### src/gpio_port_pkg.sv
// Shared constants, field layouts and carriers for the GPIO port block
package gpio_port_pkg;

  // Register indices; byte address on the bus is four times the index
  localparam logic [5:0] IDX_DIR           = 6'h00;
  localparam logic [5:0] IDX_DIR_SET       = 6'h01;
  localparam logic [5:0] IDX_DIR_CLR       = 6'h02;
  localparam logic [5:0] IDX_DIR_TGL       = 6'h03;
  localparam logic [5:0] IDX_OUT           = 6'h04;
  localparam logic [5:0] IDX_OUT_SET       = 6'h05;
  localparam logic [5:0] IDX_OUT_CLR       = 6'h06;
  localparam logic [5:0] IDX_OUT_TGL       = 6'h07;
  localparam logic [5:0] IDX_IN            = 6'h08;
  localparam logic [5:0] IDX_INT_FLAGS     = 6'h09;
  localparam logic [5:0] IDX_PORT_CONTROL  = 6'h0A;
  localparam logic [5:0] IDX_PIN_CTRL_BASE = 6'h10;

  // Field positions
  localparam int unsigned PORT_CTRL_SLEW_BIT = 0;
  localparam int unsigned ADDR_IDX_LSB       = 2;

  // Reset values
  localparam logic [7:0] DIR_RST       = 8'h00;
  localparam logic [7:0] OUT_RST       = 8'h00;
  localparam logic [7:0] PIN_CTRL_RST  = 8'h00;
  localparam logic [7:0] PORT_CTRL_RST = 8'h00;

  // Interrupt dead time of partially asynchronous pins, in clock cycles
  localparam logic [1:0] DEAD_CYCLES = 2'h3;

  // Bus responses
  localparam logic [1:0] RESP_OKAY   = 2'h0;
  localparam logic [1:0] RESP_DECERR = 2'h3;

  // Sense configuration encodings
  typedef enum logic [2:0] {
    SENSE_INT_OFF   = 3'h0,
    SENSE_BOTH      = 3'h1,
    SENSE_RISING    = 3'h2,
    SENSE_FALLING   = 3'h3,
    SENSE_INPUT_OFF = 3'h4,
    SENSE_LOW_LEVEL = 3'h5
  } sense_t;

  // Per-pin control byte: invert at bit 7, pull-up at bit 3, sense at bits 2:0
  typedef struct packed {
    logic       invert_enable;
    logic [2:0] spare;
    logic       pullup_enable;
    logic [2:0] sense_configuration;
  } pin_ctrl_t;

  // One register write from the bus front end
  typedef struct packed {
    logic [5:0] index;
    logic [7:0] data;
    logic       lane0;
  } reg_write_t;

endpackage

### src/gpio_sync2.sv
// Two-stage synchroniser for pin levels
`timescale 1ns/1ps
`default_nettype none
module gpio_sync2 #(
  parameter int unsigned WIDTH = 8
) (
  input  wire logic             i_clock,
  input  wire logic             i_rst,
  input  wire logic [WIDTH-1:0] i_async,
  output var  logic [WIDTH-1:0] o_sync
);

  logic [WIDTH-1:0] meta_r;

  // First stage feeds only the second stage
  always_ff @(posedge i_clock or posedge i_rst) begin
    if (i_rst) begin
      meta_r <= '0;
      o_sync <= '0;
    end else begin
      meta_r <= i_async;
      o_sync <= meta_r;
    end
  end

endmodule
`default_nettype wire

### src/gpio_axil_slave.sv
// AXI4-Lite front end turning bus beats into byte register accesses
`timescale 1ns/1ps
`default_nettype none
module gpio_axil_slave #(
  parameter int unsigned ADDR_W = 8
) (
  input  wire logic              i_clock,
  input  wire logic              i_rst,
  input  wire logic [ADDR_W-1:0] i_awaddr,
  input  wire logic              i_awvalid,
  output var  logic              o_awready,
  input  wire logic [31:0]       i_wdata,
  input  wire logic [3:0]        i_wstrb,
  input  wire logic              i_wvalid,
  output var  logic              o_wready,
  output var  logic [1:0]        o_bresp,
  output var  logic              o_bvalid,
  input  wire logic              i_bready,
  input  wire logic [ADDR_W-1:0] i_araddr,
  input  wire logic              i_arvalid,
  output var  logic              o_arready,
  output var  logic [31:0]       o_rdata,
  output var  logic [1:0]        o_rresp,
  output var  logic              o_rvalid,
  input  wire logic              i_rready,
  output var  logic              o_wr_valid,
  output var  gpio_port_pkg::reg_write_t o_wr,
  input  wire logic              i_wr_ok,
  output var  logic [5:0]        o_rd_index,
  input  wire logic [7:0]        i_rd_data,
  input  wire logic              i_rd_ok
);

  logic              aw_held_r;
  logic              w_held_r;
  logic [ADDR_W-1:0] awaddr_r;
  logic [7:0]        wbyte_r;
  logic              wlane_r;

  // Address and data may arrive in either order; each is held until both are in
  assign o_awready  = !aw_held_r && !o_bvalid;
  assign o_wready   = !w_held_r && !o_bvalid;
  assign o_wr_valid = aw_held_r && w_held_r && !o_bvalid;
  assign o_wr       = '{index: awaddr_r[gpio_port_pkg::ADDR_IDX_LSB +: 6],
                        data: wbyte_r, lane0: wlane_r};
  assign o_arready  = !o_rvalid;
  assign o_rd_index = i_araddr[gpio_port_pkg::ADDR_IDX_LSB +: 6];

  // Write channel capture and response
  always_ff @(posedge i_clock or posedge i_rst) begin
    if (i_rst) begin
      aw_held_r <= 1'b0;
      w_held_r  <= 1'b0;
      awaddr_r  <= '0;
      wbyte_r   <= 8'h00;
      wlane_r   <= 1'b0;
      o_bvalid  <= 1'b0;
      o_bresp   <= gpio_port_pkg::RESP_OKAY;
    end else begin
      if (i_awvalid && o_awready) begin
        aw_held_r <= 1'b1;
        awaddr_r  <= i_awaddr;
      end
      if (i_wvalid && o_wready) begin
        w_held_r <= 1'b1;
        wbyte_r  <= i_wdata[7:0];
        wlane_r  <= i_wstrb[0];
      end
      if (o_wr_valid) begin
        aw_held_r <= 1'b0;
        w_held_r  <= 1'b0;
        o_bvalid  <= 1'b1;
        o_bresp   <= i_wr_ok ? gpio_port_pkg::RESP_OKAY : gpio_port_pkg::RESP_DECERR;
      end else if (o_bvalid && i_bready) begin
        o_bvalid <= 1'b0;
      end
    end
  end

  // Read data is registered on the same edge that takes the address
  always_ff @(posedge i_clock or posedge i_rst) begin
    if (i_rst) begin
      o_rvalid <= 1'b0;
      o_rdata  <= 32'h0000_0000;
      o_rresp  <= gpio_port_pkg::RESP_OKAY;
    end else if (i_arvalid && o_arready) begin
      o_rvalid <= 1'b1;
      o_rdata  <= {24'h00_0000, i_rd_data};
      o_rresp  <= i_rd_ok ? gpio_port_pkg::RESP_OKAY : gpio_port_pkg::RESP_DECERR;
    end else if (o_rvalid && i_rready) begin
      o_rvalid <= 1'b0;
    end
  end

endmodule
`default_nettype wire

### src/gpio_port_pin_control.sv
// GPIO port: direction, output, input, per-pin control, sensing and events
//
// The AXI4-Lite slave port was chosen for this implementation.
`timescale 1ns/1ps
`default_nettype none
module gpio_port_pin_control #(
  parameter int unsigned     NUM_PINS           = 8,
  parameter logic [NUM_PINS-1:0] PARTIAL_ASYNC_MASK = '0
) (
  input  wire logic                i_clock,
  input  wire logic                i_rst,
  // AXI4-Lite register slave
  input  wire logic [7:0]          s_axil_awaddr,
  input  wire logic                s_axil_awvalid,
  output var  logic                s_axil_awready,
  input  wire logic [31:0]         s_axil_wdata,
  input  wire logic [3:0]          s_axil_wstrb,
  input  wire logic                s_axil_wvalid,
  output var  logic                s_axil_wready,
  output var  logic [1:0]          s_axil_bresp,
  output var  logic                s_axil_bvalid,
  input  wire logic                s_axil_bready,
  input  wire logic [7:0]          s_axil_araddr,
  input  wire logic                s_axil_arvalid,
  output var  logic                s_axil_arready,
  output var  logic [31:0]         s_axil_rdata,
  output var  logic [1:0]          s_axil_rresp,
  output var  logic                s_axil_rvalid,
  input  wire logic                s_axil_rready,
  // Pin side
  input  wire logic [NUM_PINS-1:0] i_pin_level,
  output var  logic [NUM_PINS-1:0] o_pin_drive,
  output var  logic [NUM_PINS-1:0] o_pin_oe,
  output var  logic [NUM_PINS-1:0] o_pullup_en,
  output var  logic [NUM_PINS-1:0] o_input_buffer_en,
  output var  logic                o_slew_limit,
  output var  logic [NUM_PINS-1:0] o_pin_event,
  output var  logic                o_irq,
  output var  logic                o_wake
);

  // Bus front end signals
  logic                      wr_valid;
  gpio_port_pkg::reg_write_t wr;
  logic                      wr_ok;
  logic [5:0]                rd_index;
  logic [7:0]                rd_data;
  logic                      rd_ok;
  logic                      wr_hit;
  logic [NUM_PINS-1:0]       wr_bits;

  // Register state
  logic [NUM_PINS-1:0]       dir_r;
  logic [NUM_PINS-1:0]       out_r;
  logic [NUM_PINS-1:0]       in_r;
  logic [NUM_PINS-1:0]       prev_r;
  logic [NUM_PINS-1:0]       flags_r;
  logic [NUM_PINS-1:0]       flags_nxt;
  logic                      slew_r;
  gpio_port_pkg::pin_ctrl_t  pin_ctrl_r [NUM_PINS];
  logic [1:0]                dead_r;

  // Per-pin derived signals
  logic [NUM_PINS-1:0]       sync_level;
  logic [NUM_PINS-1:0]       invert;
  logic [NUM_PINS-1:0]       buf_on;
  logic [NUM_PINS-1:0]       int_on;
  logic [NUM_PINS-1:0]       hit;
  logic [NUM_PINS-1:0]       hit_ok;
  logic [NUM_PINS-1:0]       wake_hit;

  // Register index is backed by a register
  function automatic logic addr_mapped(input logic [5:0] idx);
    logic pin_reg;
    pin_reg = (idx >= gpio_port_pkg::IDX_PIN_CTRL_BASE) &&
              (idx < gpio_port_pkg::IDX_PIN_CTRL_BASE + 6'(NUM_PINS));
    return pin_reg || (idx <= gpio_port_pkg::IDX_PORT_CONTROL);
  endfunction

  // Sense condition from current and previous internal level
  function automatic logic sense_hit(input logic [2:0] sense, input logic cur,
                                     input logic prev);
    logic res;
    res = 1'b0;
    case (sense)
      gpio_port_pkg::SENSE_BOTH:      res = cur ^ prev;
      gpio_port_pkg::SENSE_RISING:    res = cur & ~prev;
      gpio_port_pkg::SENSE_FALLING:   res = ~cur & prev;
      gpio_port_pkg::SENSE_LOW_LEVEL: res = ~cur;
      default:                        res = 1'b0;
    endcase
    return res;
  endfunction

  gpio_axil_slave #(
    .ADDR_W (8)
  ) u_bus (
    .i_clock    (i_clock),
    .i_rst      (i_rst),
    .i_awaddr   (s_axil_awaddr),
    .i_awvalid  (s_axil_awvalid),
    .o_awready  (s_axil_awready),
    .i_wdata    (s_axil_wdata),
    .i_wstrb    (s_axil_wstrb),
    .i_wvalid   (s_axil_wvalid),
    .o_wready   (s_axil_wready),
    .o_bresp    (s_axil_bresp),
    .o_bvalid   (s_axil_bvalid),
    .i_bready   (s_axil_bready),
    .i_araddr   (s_axil_araddr),
    .i_arvalid  (s_axil_arvalid),
    .o_arready  (s_axil_arready),
    .o_rdata    (s_axil_rdata),
    .o_rresp    (s_axil_rresp),
    .o_rvalid   (s_axil_rvalid),
    .i_rready   (s_axil_rready),
    .o_wr_valid (wr_valid),
    .o_wr       (wr),
    .i_wr_ok    (wr_ok),
    .o_rd_index (rd_index),
    .i_rd_data  (rd_data),
    .i_rd_ok    (rd_ok)
  );

  // Pins are resynchronised before any clocked logic looks at them
  gpio_sync2 #(
    .WIDTH (NUM_PINS)
  ) u_sync (
    .i_clock (i_clock),
    .i_rst   (i_rst),
    .i_async (i_pin_level),
    .o_sync  (sync_level)
  );

  // A write with lane 0 off is accepted but changes nothing
  assign wr_ok   = addr_mapped(wr.index);
  assign wr_hit  = wr_valid && wr.lane0;
  assign wr_bits = wr.data[NUM_PINS-1:0];

  // Per-pin decode of the control bytes
  always_comb begin
    for (int n = 0; n < NUM_PINS; n++) begin
      invert[n] = pin_ctrl_r[n].invert_enable;
      buf_on[n] = pin_ctrl_r[n].sense_configuration != gpio_port_pkg::SENSE_INPUT_OFF;
      int_on[n] = buf_on[n] &&
                  pin_ctrl_r[n].sense_configuration != gpio_port_pkg::SENSE_INT_OFF;
    end
  end

  // Direction register and its set, clear and toggle aliases
  always_ff @(posedge i_clock or posedge i_rst) begin
    if (i_rst) begin
      dir_r <= gpio_port_pkg::DIR_RST[NUM_PINS-1:0];
    end else if (wr_hit) begin
      case (wr.index)
        gpio_port_pkg::IDX_DIR:     dir_r <= wr_bits;
        gpio_port_pkg::IDX_DIR_SET: dir_r <= dir_r | wr_bits;
        gpio_port_pkg::IDX_DIR_CLR: dir_r <= dir_r & ~wr_bits;
        gpio_port_pkg::IDX_DIR_TGL: dir_r <= dir_r ^ wr_bits;
        default:                    dir_r <= dir_r;
      endcase
    end
  end

  // Output value register; a write of ones to the input register toggles too
  always_ff @(posedge i_clock or posedge i_rst) begin
    if (i_rst) begin
      out_r <= gpio_port_pkg::OUT_RST[NUM_PINS-1:0];
    end else if (wr_hit) begin
      case (wr.index)
        gpio_port_pkg::IDX_OUT:     out_r <= wr_bits;
        gpio_port_pkg::IDX_OUT_SET: out_r <= out_r | wr_bits;
        gpio_port_pkg::IDX_OUT_CLR: out_r <= out_r & ~wr_bits;
        gpio_port_pkg::IDX_OUT_TGL: out_r <= out_r ^ wr_bits;
        gpio_port_pkg::IDX_IN:      out_r <= out_r ^ wr_bits;
        default:                    out_r <= out_r;
      endcase
    end
  end

  // Port control: slew limit shared by the whole port
  always_ff @(posedge i_clock or posedge i_rst) begin
    if (i_rst) begin
      slew_r <= gpio_port_pkg::PORT_CTRL_RST[gpio_port_pkg::PORT_CTRL_SLEW_BIT];
    end else if (wr_hit && wr.index == gpio_port_pkg::IDX_PORT_CONTROL) begin
      slew_r <= wr.data[gpio_port_pkg::PORT_CTRL_SLEW_BIT];
    end
  end

  // Per-pin control bytes at base index plus pin number
  always_ff @(posedge i_clock or posedge i_rst) begin
    if (i_rst) begin
      for (int n = 0; n < NUM_PINS; n++) begin
        pin_ctrl_r[n] <= gpio_port_pkg::pin_ctrl_t'(gpio_port_pkg::PIN_CTRL_RST);
      end
    end else begin
      for (int n = 0; n < NUM_PINS; n++) begin
        if (wr_hit && wr.index == gpio_port_pkg::IDX_PIN_CTRL_BASE + 6'(n)) begin
          pin_ctrl_r[n] <= gpio_port_pkg::pin_ctrl_t'(wr.data);
        end
      end
    end
  end

  // Input value: synchronised level in the selected sense, frozen while the
  // buffer is off; flipping invert moves this level and so counts as an edge
  always_ff @(posedge i_clock or posedge i_rst) begin
    if (i_rst) begin
      in_r   <= '0;
      prev_r <= '0;
    end else begin
      for (int n = 0; n < NUM_PINS; n++) begin
        if (buf_on[n]) begin
          in_r[n] <= sync_level[n] ^ invert[n];
        end else begin
          in_r[n] <= in_r[n];
        end
      end
      prev_r <= in_r;
    end
  end

  // Sense detection on the clocked path
  always_comb begin
    for (int n = 0; n < NUM_PINS; n++) begin
      hit[n] = int_on[n] &&
               sense_hit(pin_ctrl_r[n].sense_configuration, in_r[n], prev_r[n]);
    end
  end

  // Partially asynchronous pins sit out the dead time after any raised flag
  assign hit_ok = hit & ~(PARTIAL_ASYNC_MASK & {NUM_PINS{dead_r != 2'h0}});

  // Flags: hardware set wins over a software clear in the same cycle
  always_comb begin
    flags_nxt = flags_r;
    if (wr_hit && wr.index == gpio_port_pkg::IDX_INT_FLAGS) begin
      flags_nxt = flags_nxt & ~wr_bits;
    end
    flags_nxt = flags_nxt | hit_ok;
  end

  always_ff @(posedge i_clock or posedge i_rst) begin
    if (i_rst) begin
      flags_r <= '0;
    end else begin
      flags_r <= flags_nxt;
    end
  end

  // Dead-time counter restarts whenever a flag is raised
  always_ff @(posedge i_clock or posedge i_rst) begin
    if (i_rst) begin
      dead_r <= 2'h0;
    end else if (|hit_ok) begin
      dead_r <= gpio_port_pkg::DEAD_CYCLES;
    end else if (dead_r != 2'h0) begin
      dead_r <= dead_r - 2'h1;
    end
  end

  // Request stays up while any enabled pin keeps its flag
  assign o_irq = |(flags_r & int_on);

  // Clockless wake path: raw level against the last captured level, so a
  // change is seen even while the clock is stopped. Partially asynchronous
  // pins only wake from both-edge or low-level sensing.
  always_comb begin
    for (int n = 0; n < NUM_PINS; n++) begin
      wake_hit[n] = int_on[n] &&
                    sense_hit(pin_ctrl_r[n].sense_configuration,
                              i_pin_level[n] ^ invert[n], in_r[n]);
      if (PARTIAL_ASYNC_MASK[n] &&
          pin_ctrl_r[n].sense_configuration != gpio_port_pkg::SENSE_BOTH &&
          pin_ctrl_r[n].sense_configuration != gpio_port_pkg::SENSE_LOW_LEVEL) begin
        wake_hit[n] = 1'b0;
      end
    end
  end

  assign o_wake = |wake_hit;

  // Pin drive; reset values make drivers off and buffers on with no clock
  assign o_pin_oe          = dir_r;
  assign o_pin_drive       = out_r ^ invert;
  assign o_input_buffer_en = buf_on;
  assign o_slew_limit      = slew_r;

  // A process, not an assign, so it also wakes on the control bytes the
  // function reads
  always_comb begin
    o_pullup_en = pullup_bits() & ~dir_r;
  end

  // Events follow the pin asynchronously and read zero with the buffer off
  assign o_pin_event = (i_pin_level ^ invert) & buf_on;

  function automatic logic [NUM_PINS-1:0] pullup_bits();
    logic [NUM_PINS-1:0] res;
    res = '0;
    for (int n = 0; n < NUM_PINS; n++) begin
      res[n] = pin_ctrl_r[n].pullup_enable;
    end
    return res;
  endfunction

  // Read mux; aliases read back the register they act on
  always_comb begin
    rd_data = 8'h00;
    rd_ok   = addr_mapped(rd_index);
    case (rd_index)
      gpio_port_pkg::IDX_DIR,
      gpio_port_pkg::IDX_DIR_SET,
      gpio_port_pkg::IDX_DIR_CLR,
      gpio_port_pkg::IDX_DIR_TGL:      rd_data = 8'(dir_r);
      gpio_port_pkg::IDX_OUT,
      gpio_port_pkg::IDX_OUT_SET,
      gpio_port_pkg::IDX_OUT_CLR,
      gpio_port_pkg::IDX_OUT_TGL:      rd_data = 8'(out_r);
      gpio_port_pkg::IDX_IN:           rd_data = 8'(in_r);
      gpio_port_pkg::IDX_INT_FLAGS:    rd_data = 8'(flags_r);
      gpio_port_pkg::IDX_PORT_CONTROL: rd_data = 8'(slew_r);
      default: begin
        for (int n = 0; n < NUM_PINS; n++) begin
          if (rd_index == gpio_port_pkg::IDX_PIN_CTRL_BASE + 6'(n)) begin
            rd_data = pin_ctrl_r[n];
          end
        end
      end
    endcase
  end

endmodule
`default_nettype wire

### config.mk
export PLATFORM = sky130hd
export DESIGN_NAME = gpio_port_pin_control
export DESIGN_NICKNAME = d
export VERILOG_FILES = /design/src/gpio_port_pkg.sv /design/src/gpio_sync2.sv /design/src/gpio_axil_slave.sv /design/src/gpio_port_pin_control.sv
export SDC_FILE = /design/constraint.sdc
export NUM_CORES = 1
export LEC_CHECK = 0
export BUFFER_PORTS_ARGS = -buffer_cell sky130_fd_sc_hd__buf_2
export CAP_MARGIN = 40
export CORE_UTILIZATION = 35
export CTS_CLUSTER_SIZE = 28
export DETAILED_ROUTE_END_ITERATION = 8
export PLACE_DENSITY = 0.5
export SETUP_SLACK_MARGIN = 0.02
export SYNTH_ARGS = -nofsm -noshare
export SYNTH_HDL_FRONTEND = slang
export SYNTH_SLANG_ARGS = --single-unit
export TNS_END_PERCENT = 30
### constraint.sdc
create_clock -name i_clock -period 4.6 [get_ports i_clock]
set_input_delay 0 -clock i_clock [delete_from_list [all_inputs] [get_ports i_clock]]
set_output_delay 0 -clock i_clock [all_outputs]
set_load 0.02 [all_outputs]
### Word level (Yosys, flattened, before mapping)

Cells that the tools add are included.

| storage, ports and cells | value |
|---|---|
| bits in registers | 154 |
| latch bits | 0 |
| bits in writable memories | 0 |
| ROM bits | 0 |
| input bits | 67 |
| output and inout port bits | 84 |
| logic and storage cells | 355 |
| memories | 0 |

| operators by class | value |
|---|---|
| $add $sub $neg | 0 |
| multiply operators | 0 |
| div/mod/pow operators | 0 |
| order comparisons | 6 |
| equal/unequal tests | 76 |
| shifts and indexed selects | 0 |
| muxes and demuxes | 38 |
| bitwise gates (word level) | 103 |
| reductions and logical operators | 75 |

Operator list:

| cell | count |
|---|---|
| 6-bit by 5-bit equality test with 1-bit output, second input constant | 16 |
| 8-bit 2-to-1 mux | 9 |
| 1-bit case mux with 4 select lines | 16 |
| 8-bit case mux with 4 select lines | 2 |
| 8-bit bitwise AND | 6 |
| 3-bit by 2-bit equality test with 1-bit output, second input constant | 16 |
| 6-bit by 3-bit equality test with 1-bit output, second input constant | 8 |
| 1-bit logical AND | 46 |
| 8-bit case mux with 5 select lines | 1 |
| 6-bit by 4-bit equality test with 1-bit output, second input constant | 6 |
| 1-bit bitwise AND | 32 |
| 1-bit bitwise XOR | 32 |
| 8-bit bitwise XOR | 4 |
| 3-bit by 1-bit equality test with 1-bit output, second input constant | 8 |
| 3-bit equality test, second input constant | 8 |
| 6-bit by 2-bit equality test with 1-bit output, second input constant | 4 |
| 3-bit inequality test, second input constant | 8 |
| 1-bit inverter | 24 |
| 8-bit OR | 3 |
| 3-bit nonzero test | 8 |
| 8-bit inverter | 2 |
| 8-bit OR reduction | 2 |
| 6-bit by 1-bit equality test with 1-bit output, second input constant | 2 |
| 6-bit by 5-bit greater-or-equal comparator with 1-bit output, second input constant | 2 |
| 12 further kinds | 33 |

### Depth between registers and ports, before layout

Gate-level depths: netlist (run 1).

| depth | value |
|---|---|
| word-level depth | 10 |
| gate-level depth with buffers | 8 |
| mapped depth without buffers | 8 |

### Hierarchy

From an unflattened synthesis (run 1), not the netlist that was laid out.

| second synthesis, totals | value |
|---|---|
| cell total of the unflattened synthesis | 925 |
| area total of the unflattened synthesis | 9,103.7 um2 |

Modules (own cells, without submodules):

| module | times used | cells each | area an instance (um2) | seq. area each (um2) |
|---|---|---|---|---|
| gpio_port_pin_control | 1 | 799 | 7,310.8 | 2,627.5 |
| gpio_axil_slave | 1 | 109 | 1,388.8 | 725.7 |
| gpio_sync2 | 1 | 17 | 404.1 | 400.4 |

### Worst setup path after synthesis (run 1)

Ideal clock, no wire load.

| timing path | value |
|---|---|
| kind | register to output |
| start point | register pin_ctrl_r, in the netlist invert[3] |
| end point | output o_wake |
| data arrival time | 2.093 ns |
| required time | 4.600 ns |
| slack | 2.507 ns |
| stages on the path, launching flop included | 9 |
| path buffers | 0 |
| cells stage by stage | dfrtp_1 xnor2_1 inv_1 ha_1 or4b_2 o41ai_1 nor4_1 nand4_1 or4b_1 |

| between the ends | value |
|---|---|
| word-level cells in the longest chain between the ends | 6 |
| elaborated cells between the ends (all ways) | 8 |
| classes of those cells | mux (1); bitwise (5); reduce/logical (2) |

Ends and longest elaborated chain:

| item | RTL line | source |
|---|---|---|
| start, declared | gpio_port_pin_control.sv:60 | `gpio_port_pkg::pin_ctrl_t pin_ctrl_r [NUM_PINS];` |
| start signal, assigned by index | gpio_port_pin_control.sv:194 | `pin_ctrl_r[n] <= gpio_port_pkg::pin_ctrl_t'(gpio_port_pkg::PIN_CTRL_RST);` |
| start signal, assigned by index | gpio_port_pin_control.sv:199 | `pin_ctrl_r[n] <= gpio_port_pkg::pin_ctrl_t'(wr.data);` |
| 1-bit bitwise XOR * | gpio_port_pin_control.sv:272 | `i_pin_level[n] ^ invert[n], in_r[n]);` |
| 1-bit inverter | gpio_port_pin_control.sv:88, gpio_port_pin_control.sv:89 |  |
| 1-bit bitwise AND | gpio_port_pin_control.sv:88 | `gpio_port_pkg::SENSE_FALLING: res = ~cur & prev;` |
| 1-bit case mux with 4 select lines * | gpio_port_pin_control.sv:85 | `case (sense)` |
| 1-bit logical AND * | gpio_port_pin_control.sv:270 | `wake_hit[n] = int_on[n] &&` |
| 8-bit OR reduction * | gpio_port_pin_control.sv:281 | `assign o_wake = \|wake_hit;` |
| end, declared | gpio_port_pin_control.sv:39 | `output var logic o_wake` |

Every way passes the cells marked *; elsewhere a longest branch is shown, timed or not.

### Worst setup path after layout (run 1)

Ends and elaborated chain as after synthesis.

==> impl_metrics.json, run 1 <==
{
  "dr_total_vias": 6619,
  "grt_max_degree": 68,
  "instances_no_fill": 1302,
  "end_kind": "output pin",
  "drtIter0Drc": 361,
  "power-per-cell-area_nw_per_um2": 587,
  "antenna_cells": 0,
  "peakVddDrop_uv": 398,
  "ant_nets": 0,
  "syn-instance-count": 858,
  "drcViolationCount": 0,
  "slew_headroom_pct": 39.2,
  "net-switching-power_uw": 2560,
  "path_cells": "xnor2_1 -> inv_1 -> ha_1 -> or4b_2 -> o41ai_1 -> nor4_1 -> nand4_1 -> or4b_1 -> buf_2",
  "crit-reg2reg-capture": "flags_r[1]",
  "dp_hpwl_mm": 17.6,
  "worstSetupStartpointType": "register",
  "report.final.slew_viol_count": 0,
  "r2r_start": "u_bus.awaddr_r[2]",
  "clk_path_buf_depth": 2,
  "fmax_mhz": 332,
  "avgRoutedWirePerCell_um": 18.8,
  "grt_first_pass_wirelength_mm": 38.3,
  "die_w_um": 162,
  "routed_via_density": 5.08,
  "die-area_um2": 26300,
  "finish.utilization_pct": 41.7,
  "io_pins": 151,
  "cts_sinks": 150,
  "path_max_fanout": 5,
  "pwr-share-comb_pct": 37.4,
  "drt-total-wl_mm": 24.4,
  "finalCritPeriodShare_pct": 65.4,
  "r2r_slack_ns": 2.13,
  "final.min_clock_period_ns": 3.01,
  "gp_congestion": 0.833,
  "synth_edf_count": 0,
  "finalHoldViolCount": 0,
  "skew_ns": 0.00788,
  "numCtsBuffers": 17,
  "ys_warn_count": 0,
  "crit_type": "reg -> out",
  "setup_viol": 0,
  "first_pass_iters": 5,
  "status": "completed",
  "syn_area_per_cell_um2": 10.5,
  "cts_tree": "yes",
  "root_buffer": "clkbuf_16",
  "fin_nets": 1090,
  "cap_violations": 0,
  "ys_types": 62,
  "grt_pass1_vias": 6541,
  "r2r_cells": 4,
  "min_from": "s_axil_araddr[5]",
  "max_stage_delay_ns": 0.52,
  "crit_slowest_cell": "or4b_1",
  "ctsResizeCount": 0,
  "setup_tns_ns": 0,
  "ys_seq_elements": 150,
  "clk_latency_ns": 0.43,
  "hold_path.class": "in -> reg",
  "drive_above_1_share_pct": 25.3,
  "start_util_pct": 35.6,
  "synthArstFlopShare_pct": 100,
  "row_count": 58,
  "switching_share_pct": 41.5,
  "critPathBufInv": 2,
  "yosysSeqAreaShare_pct": 41.8,
  "dp.cells": 1241,
  "final_cell_mix": "150 x dfrtp_1, 95 x buf_2, 80 x mux2_2, 72 x inv_1, 64 x ha_1",
  "worst_hold_path.endpoint": "u_bus.o_rresp[0]",
  "dieHeight_um": 162,
  "min_path_cells": 3,
  "worstPathRequired_ns": 4.60,
  "rsz0062_at_grt": "no",
  "worstPathArrival_ns": 3.01,
  "p_leak_uw": 0.00497,
  "final_common_cell": "dfrtp_1",
  "netlist_area_um2": 8980,
  "antenna_found_initial": 0,
  "clk_pin_slew_ns": 0.07,
  "gr-total-overflow": 0,
  "power_frac_clock_pct": 22.5,
  "worstMarginPinSlew_ns": 0.907,
  "grt_util_all_layers_pct": 19.4,
  "seq_power_share_pct": 40.0,
  "core_area_um2": 25200,
  "path_delay_family": "simple AND/OR/NAND/NOR gates",
  "intPower_uw": 3610,
  "synthFlopType": "dfrtp_1",
  "portBuffers": 95,
  "syn2layout_area_growth_pct": 17.0,
  "htree_levels": 4
}
-- worst register-to-register path, cell delays in order (launching register included) --
cell and delay, ns:
dfrtp_1 0.84, nand2b_1 0.32, nor2_1 0.73, nand2_1 0.14, a221o_1 0.32
-- synth_stat cells, types with 3 or more instances --
library cell	number	area, um2
nor4_1	5	31.3
o221ai_1	8	70.1
o2bb2ai_1	8	70.1
dfrtp_1	150	3750
o22ai_1	5	31.3
nor3_2	3	30.0
clkbuf_1	37	139
mux2i_1	25	250
nand3b_1	10	75.1
a211oi_1	3	22.5
nor2_2	6	37.5
o21ai_0	48	240
buf_4	26	195
mux4_2	13	293
buf_6	4	45.0
o211ai_1	5	37.5
ha_1	64	801
o21a_1	4	30.0
inv_1	73	274
nand2_1	50	188
xnor2_1	3	26.3
a21oi_1	34	170
nor2_1	55	206
a31oi_1	5	31.3
nand4_1	5	31.3
a221o_1	5	50.1
nor2b_1	18	113
mux2_2	80	901
nand2b_1	12	75.1
xor2_1	21	184
nor3b_1	6	45.0
buf_2	7	35.0
nor3_1	8	40.0
a221oi_1	15	131
-- state kept, by name, indices dropped and copies added (netlist names) --
name / cells
in_r: 8
u_bus.o_rdata: 8
u_bus.o_rresp: 1
invert: 8
u_bus.o_bvalid: 1
u_sync.meta_r: 8
o_pin_oe: 8
u_bus.w_held_r: 1
prev_r: 8
u_bus.awaddr_r: 6
flags_r: 8
u_bus.o_bresp: 1
u_bus.wbyte_r: 8
o_slew_limit: 1
pin_ctrl_r: 56
u_sync.o_sync: 8
u_bus.aw_held_r: 1
u_bus.wlane_r: 1
u_bus.o_rvalid: 1
out_r: 8
-- area by class of cell --
cell class / instances / area, um2
Clock buffer: 20 / 447
Clock inverter: 12 / 129
Multi-Input combinational cell: 584 / 4620
Inverter: 73 / 279
Tap cell: 330 / 413
Timing Repair Buffer: 133 / 857
Sequential cell: 150 / 3750
Fill cell: 2480 / 14700
-- how the worst max path moves through the flow --
stage / from / endpoint / slack (ns) / depth (start not counted)
2_1_floorplan: i_rst / flags_r[0] / 0.56 / 1
3_3_place_gp: invert[3] / o_wake / 2.05 / 9
3_5_place_dp: invert[3] / o_wake / 2.04 / 9
4_1_cts: invert[3] / o_wake / 1.58 / 9
5_1_grt: invert[3] / o_wake / 1.48 / 9
6_report: invert[3] / o_wake / 1.59 / 9
-- power groups by stage --
stage               Combinational (uW)  Sequential [uW]  Clock, uW
floorplan                         1890             2110          0
finish                            2310             2470       1390
global placement                  2220             2510          0
CTS                               2340             2470       1420
global route                      2590             2560       1480
detailed placement                2310             2490          0
-- repair_timing --
item | CTS | global route
setup buffers | 0 | 0
hold buffers | 29 | 0
hold endpoints to repair | 93 | 0
-- logic make-up after synthesis --
kind of cell | share of synthesized area, %
adder cells (fa/ha/maj) | 8.92
other | 0.0418
buffers and inverters | 7.67
multiplexers | 16.1
AND/OR/NAND/NOR | 12.2
AO/OA/AOI/OAI | 10.9
flip-flops | 41.8
XOR/XNOR | 2.34
-- stage by stage --
| stage | hold WS (ns) | power (uW) | setup WS, ns | cell area, um2 |
|---|---|---|---|---|
| floorplan | 0.0314 | 4000 | 0.564 | 9060 |
| global placement | 0.138 | 4730 | 2.05 | 9590 |
| detailed placement | 0.134 | 4800 | 2.04 | 9630 |
| CTS | 0.00586 | 6230 | 1.58 | 10500 |
| global route | 0.0155 | 6620 | 1.48 | 10500 |
| finish | 0.0297 | 6170 | 1.59 | 10500 |
-- routing by layer --
layer / vias up / part of all wire [%] / track usage, %
li1: 3172 / - / -
met1: 3259 / 47 / 26.3
met2: 169 / 48 / 31.6
met3: 19 / 3.9 / 3.06
met4: 0 / 1.5 / 6.22
met5: - / 0 / 0
Power figures use the tool's default switching activity.
==> inputs of run 2 (changes only) <==
==> constraint.sdc (replaced) <==
create_clock -name i_clock -period 3.1 [get_ports i_clock]
set_input_delay 0 -clock i_clock [delete_from_list [all_inputs] [get_ports i_clock]]
set_output_delay 0 -clock i_clock [all_outputs]
set_load 0.02 [all_outputs]
==> run 2 against run 1 <==
  * Core utilization rose by 0.38 points
  * Register-to-register slack lost 1.2 ns
  * Sequential cell count stayed put
  * Clock skew down 0.0019 ns
  * Sequential share of layout area decreased by 0.32 points
  * Count of clock-buffer cells in the layout shrank 2
  * Combinational power is 50% higher
  * Final area increased by 0.91%
  * Global-route usage is 0.30 points higher
  * Non-clock buffer count grew 10
==> impl_metrics.json, run 2 (synthesis gave the netlist of run 1 again) <==
{
  "status": "completed",
  "portBuffers": 95,
  "final.min_clock_period_ns": 2.91,
  "fin_area_um2": 10600,
  "fin_hold_ws_ns": 0.0388,
  "seq_power_share_pct": 39.5,
  "grt_pass1_vias": 6441,
  "path_max_fanout": 5,
  "finalHoldViolCount": 0,
  "hold_path.class": "in -> reg",
  "antenna_cells": 0,
  "clk_path_buf_depth": 2,
  "n_fill_cell": 2498,
  "grt_first_pass_wirelength_mm": 38.8,
  "power-per-cell-area_nw_per_um2": 871,
  "crit_start": "invert[3]",
  "clk_latency_ns": 0.43,
  "drt-total-wl_mm": 24.8,
  "htree_levels": 4,
  "row_count": 58,
  "slew_headroom_pct": 48.4,
  "rsz0062_at_grt": "no",
  "dp_slack_ns": 0.603,
  "numCtsBuffers": 17,
  "final_cell_mix": "150 x dfrtp_1, 95 x buf_2, 80 x mux2_2, 72 x inv_1, 64 x ha_1",
  "skew_ns": 0.00600,
  "setup_tns_ns": 0,
  "fin_nets": 1100,
  "ff_latch_area_um2": 3750,
  "grt_use_met3_pct": 3.63,
  "intPower_uw": 5410,
  "gp_congestion": 0.848,
  "power_frac_clock_pct": 23.0,
  "cap_violations": 0,
  "p_leak_uw": 0.00504,
  "finish.utilization_pct": 42.1,
  "multiInputGateArea_um2": 4630,
  "pwr-share-comb_pct": 37.5,
  "dp_hpwl_mm": 18.1,
  "io_pins": 151,
  "drtIter0Drc": 358,
  "largest_reg_flops": 56,
  "worstPathArrival_ns": 2.91,
  "start_util_pct": 35.6,
  "syn2layout_area_growth_pct": 18.0,
  "worstPathRequired_ns": 3.10,
  "ant_nets": 0,
  "r2r_start": "u_bus.awaddr_r[2]",
  "worstMarginPinSlew_ns": 0.772,
  "drcViolationCount": 0,
  "drive_above_1_share_pct": 26.3,
  "top_usage_layer": "met2",
  "core_area_um2": 25200,
  "avgRoutedWirePerCell_um": 18.9,
  "net-switching-power_uw": 3820,
  "fmax_mhz": 344,
  "met1_usage_pct": 27.0,
  "use_met2_pct": 31.7,
  "finalCritPeriodShare_pct": 93.7,
  "grt_util_all_layers_pct": 19.7,
  "cts_tree": "yes",
  "switching_share_pct": 41.4,
  "end_kind": "output pin",
  "grt_max_degree": 76,
  "antenna_found_initial": 0,
  "placed_cell_area_um2": 9710,
  "report.final.slew_viol_count": 0,
  "cts_sinks": 150,
  "root_buffer": "clkbuf_16",
  "clk_pin_slew_ns": 0.06,
  "die_w_um": 162,
  "setup_viol": 0,
  "worstSetupStartpointType": "register",
  "peakVddDrop_uv": 370,
  "crit_type": "reg -> out",
  "die-area_um2": 26300,
  "dr_total_vias": 6690,
  "first_pass_iters": 5,
  "dieHeight_um": 162,
  "setup_ws_ns": 0.195,
  "top_register": "pin_ctrl_r",
  "gr-total-overflow": 0,
  "final_common_cell": "dfrtp_1",
  "routed_via_density": 5.10,
  "min_from": "s_axil_araddr[5]",
  "post_cts_buffers": 0
}
## run 2: what timing repair did
action	in CTS	in global routing
setup endpoints to repair	0	1
gates resized for setup	0	1
hold endpoints to repair	56	0
hold buffers	29	0
## run 2: final timing paths
path                       slack (ns)               end  cells after the start
max in group asynchronous        1.99           in_r[1]                      4
max reg2reg                      0.89         invert[1]                      3
min                              0.04  u_bus.o_rresp[0]                      3
max                              0.19            o_wake                      9
min in group asynchronous        0.25       o_pin_oe[4]                      3
min reg2reg                      0.35  u_sync.o_sync[0]                      0
## run 2: stage by stage
step	power [uW]	instances
after floorplan	5940	881
after global placement	7070	1251
after detailed placement	7140	1251
after CTS	9330	1312
after global routing	9930	1312
final	9230	1312
## run 2: layer usage
metal / up-vias / share of wire, %
li1: 3188 / -
met1: 3344 / 47
met2: 135 / 48
met3: 23 / 3.4
met4: 0 / 1.6
met5: - / 0
## run 2: final cells by class
| cell class | count | share of cell area, % |
|---|---|---|
| tap | 330 | 3.90 |
| clock buffer | 18 | 4.05 |
| inverter | 73 | 2.62 |
| clock inverter | 14 | 1.50 |
| timing repair buffer | 143 | 8.81 |
| multi-input combinational | 584 | 43.7 |
| sequential | 150 | 35.4 |
## run 2: power by group through the flow
stage	Sequential (uW)	Clock, uW	Combinational (uW)
floorplan	3130	0	2800
global placement	3670	0	3400
detailed placement	3670	0	3470
CTS	3640	2170	3520
global route	3780	2260	3890
finish	3650	2120	3460
## run 2: worst max-delay path, stage by stage (launching register included)
cell and delay, ns:
dfrtp_1 0.47, xnor2_2 0.27, inv_1 0.07, ha_1 0.27, or4b_2 0.12, o41ai_1 0.08, nor4_1 0.32, nand4_1 0.21
or4b_1 0.50, buf_2 0.18
==> inputs of run 3 (changes only) <==
--- a/config.mk
+++ b/config.mk
@@ -14,5 +14,6 @@
 export SETUP_SLACK_MARGIN = 0.02
 export SYNTH_ARGS = -nofsm -noshare
 export SYNTH_HDL_FRONTEND = slang
+export SYNTH_HIERARCHICAL = 1
 export SYNTH_SLANG_ARGS = --single-unit
 export TNS_END_PERCENT = 30
==> run 3 against run 2 <==
  * Wire length increased by 5.9%
  * Register-to-register slack got worse by 0.35 ns
  * First-iteration DRC count increased by 18%
  * Clock power increased by 13%
  * Sequential share of layout area decreased by 0.29 points
  * Non-clock buffer count increased by 4
  * Global-route usage increased by 0.88 points
  * Core utilization increased by 0.11 points
  * Via count increased by 4.4%
  * Combinational power increased by 25%
  * Sequential cell count unchanged
  * Largest power group is now combinational logic
  * Highest routed layer unchanged
==> impl_metrics.json, run 3 <==
{
  "max_stage_delay_ns": 0.44,
  "grt_util_all_layers_pct": 20.6,
  "report.final.slew_viol_count": 0,
  "r2r_cells": 6,
  "cp.depth": 9,
  "largest_reg_flops": 56,
  "gr-total-overflow": 0,
  "grt_max_degree": 64,
  "first_pass_iters": 6,
  "hold_path.class": "in -> reg",
  "drive_above_1_share_pct": 21.2,
  "critPathBufInv": 2,
  "synthFlopType": "dfrtp_1",
  "syn-instance-count": 925,
  "dp_slack_ns": 0.559,
  "die-area_um2": 26700,
  "yosysSeqAreaShare_pct": 41.2,
  "clk_path_buf_depth": 2,
  "grt_first_pass_wirelength_mm": 40.7,
  "peakVddDrop_uv": 567,
  "drtIter0Drc": 421,
  "core_area_um2": 25300,
  "antenna_cells": 0,
  "numCtsBuffers": 17,
  "syn_area_per_cell_um2": 9.84,
  "ctsResizeCount": 0,
  "dr_total_vias": 6985,
  "dieHeight_um": 163,
  "row_count": 58,
  "fmax_mhz": 357,
  "synthArstFlopShare_pct": 100,
  "gp_congestion": 0.837,
  "yosysMostFrequentCell": "dfrtp_1",
  "synth_common_cells": "150 x dfrtp_1, 87 x nand2_1, 82 x o21ai_0",
  "clk_pin_slew_ns": 0.06,
  "fin_hold_ws_ns": 0.0481,
  "die_w_um": 163,
  "n_fill_cell": 2512,
  "synth_area_leaders": "dfrtp_1 41%, ha_1 8.8%, mux2_2 6.3%",
  "finalPower_uw": 10400,
  "avgRoutedWirePerCell_um": 19.1,
  "status": "completed",
  "worstSetupStartpointType": "register",
  "routed_via_density": 5.08,
  "crit_slowest_cell": "dfrtp_1",
  "crit_type": "reg -> out",
  "antenna_found_initial": 0,
  "final_common_cell": "dfrtp_1",
  "clk_latency_ns": 0.43,
  "r2r_start": "u_bus/o_bvalid",
  "setup_ws_ns": 0.295,
  "final.min_clock_period_ns": 2.80,
  "slew_headroom_pct": 43.3,
  "hold_buffers": 29,
  "grt_pass1_vias": 6764,
  "skew_ns": 0.00970,
  "cap_violations": 0,
  "path_max_fanout": 4,
  "finish.utilization_pct": 42.2,
  "path_delay_family": "simple AND/OR/NAND/NOR gates",
  "fin_nets": 1163,
  "endpoint": "o_wake",
  "worstMarginPinSlew_ns": 0.849,
  "crit_start": "invert[1]",
  "drt-total-wl_mm": 26.3,
  "post_cts_buffers": 0,
  "min_path_cells": 3,
  "worstPathArrival_ns": 2.80,
  "root_buffer": "clkbuf_16",
  "rsz0062_at_grt": "no",
  "finalCritPeriodShare_pct": 90.5,
  "finalHoldViolCount": 0,
  "io_pins": 151,
  "netlist_area_um2": 9100,
  "portBuffers": 95,
  "setup_tns_ns": 0,
  "final_cell_mix": "150 x dfrtp_1, 96 x buf_2, 87 x nand2_1, 82 x o21ai_0, 79 x inv_1",
  "htree_levels": 4,
  "worstPathRequired_ns": 3.10,
  "power-per-cell-area_nw_per_um2": 971,
  "start_util_pct": 35.9,
  "syn2layout_area_growth_pct": 17.3,
  "p_leak_uw": 0.00509,
  "netlist.area_leader.share_pct": 41.2,
  "ys_warn_count": 6,
  "setup_viol": 0,
  "r2r_slack_ns": 0.54,
  "end_kind": "output pin",
  "synth_edf_count": 0,
  "crit-reg2reg-capture": "pin_ctrl_r[17]",
  "yosysTopAreaCell": "dfrtp_1",
  "dp_hpwl_mm": 19.1,
  "ys_seq_elements": 150,
  "top_register": "pin_ctrl_r",
  "ant_nets": 0,
  "cts_tree": "yes",
  "drcViolationCount": 0,
  "ys_types": 66,
  "cts_sinks": 150,
  "path_cells": "xnor2_1 -> inv_1 -> ha_1 -> mux2i_1 -> nor3b_1 -> a311oi_1 -> nand4_1 -> or4_1 -> buf_2"
}
==> run 3: cell count changes after synthesis, moves of 11 or more <==
cell and change:
buf_4 +11, clkbuf_1 -15, mux2_2 -29, nand2_1 +37
nor3_1 +13, o21ai_0 +34
==> run 3: kinds of logic (layout without fill, tap and decap cells) <==
logic type      Yosys count  count (layout)  share of synthesized area (%)
buf+inv                 163             260                           9.29
mux                      86              86                           11.4
xor+xnor                 24              24                           2.31
other cells               1              24                         0.0412
fa+ha+maj                64              64                           8.80
simple gates            244             244                           13.9
compound gates          193             193                           13.0
flops                   150             150                           41.2
==> run 3: tightest hold or removal path, stage by stage <==
cell and delay (ns):
buf_2 0.17, a21oi_1 0.13, mux2i_1 0.13
==> run 3: final cells by class <==
type	count	area (um2)	area share, %
Clock inverter	12	224	2.10
Multi-Input combinational cell	635	4590	43.0
Sequential cell	150	3750	35.1
Timing Repair Buffer	147	948	8.88
Tap cell	330	413	3.87
Clock buffer	20	447	4.18
Inverter	81	307	2.87
==> run 3: worst min-delay path by stage <==
| stage | from | end | slack [ns] |
|---|---|---|---|
| final | s_axil_araddr[5] | u_bus/o_rresp[0] | 0.05 |
| after global routing | s_axil_araddr[5] | u_bus/o_rresp[0] | 0.08 |
| after CTS | s_axil_araddr[5] | u_bus/o_rresp[0] | 0.03 |
| after detailed placement | i_rst | prev_r[7] | 0.13 |
| after global placement | i_rst | prev_r[7] | 0.13 |
| after floorplan | i_rst | u_sync/meta_r[0] | -0.09 |
==> run 3: routing by layer <==
| metal | track usage (%) | share of wire [%] | up-vias |
|---|---|---|---|
| li1 | - | - | 3359 |
| met4 | 5.65 | 1.8 | 0 |
| met1 | 28.8 | 48 | 3421 |
| met3 | 3.10 | 3.3 | 31 |
| met5 | 0 | 0 | - |
| met2 | 33.0 | 47 | 174 |
==> run 3: metrics by stage <==
step / cells / instance area, um2
after detailed placement: 1314 / 9720
final: 1375 / 10700
after global placement: 1313 / 9720
after global routing: 1375 / 10700
after floorplan: 948 / 9190
after CTS: 1375 / 10700
==> run 3: power by group <==
group | switching (uW) | total (uW) | internal, uW
combinational | 2520 | 4320 | 1800
clock | 866 | 2400 | 1530
sequential | 991 | 3650 | 2660
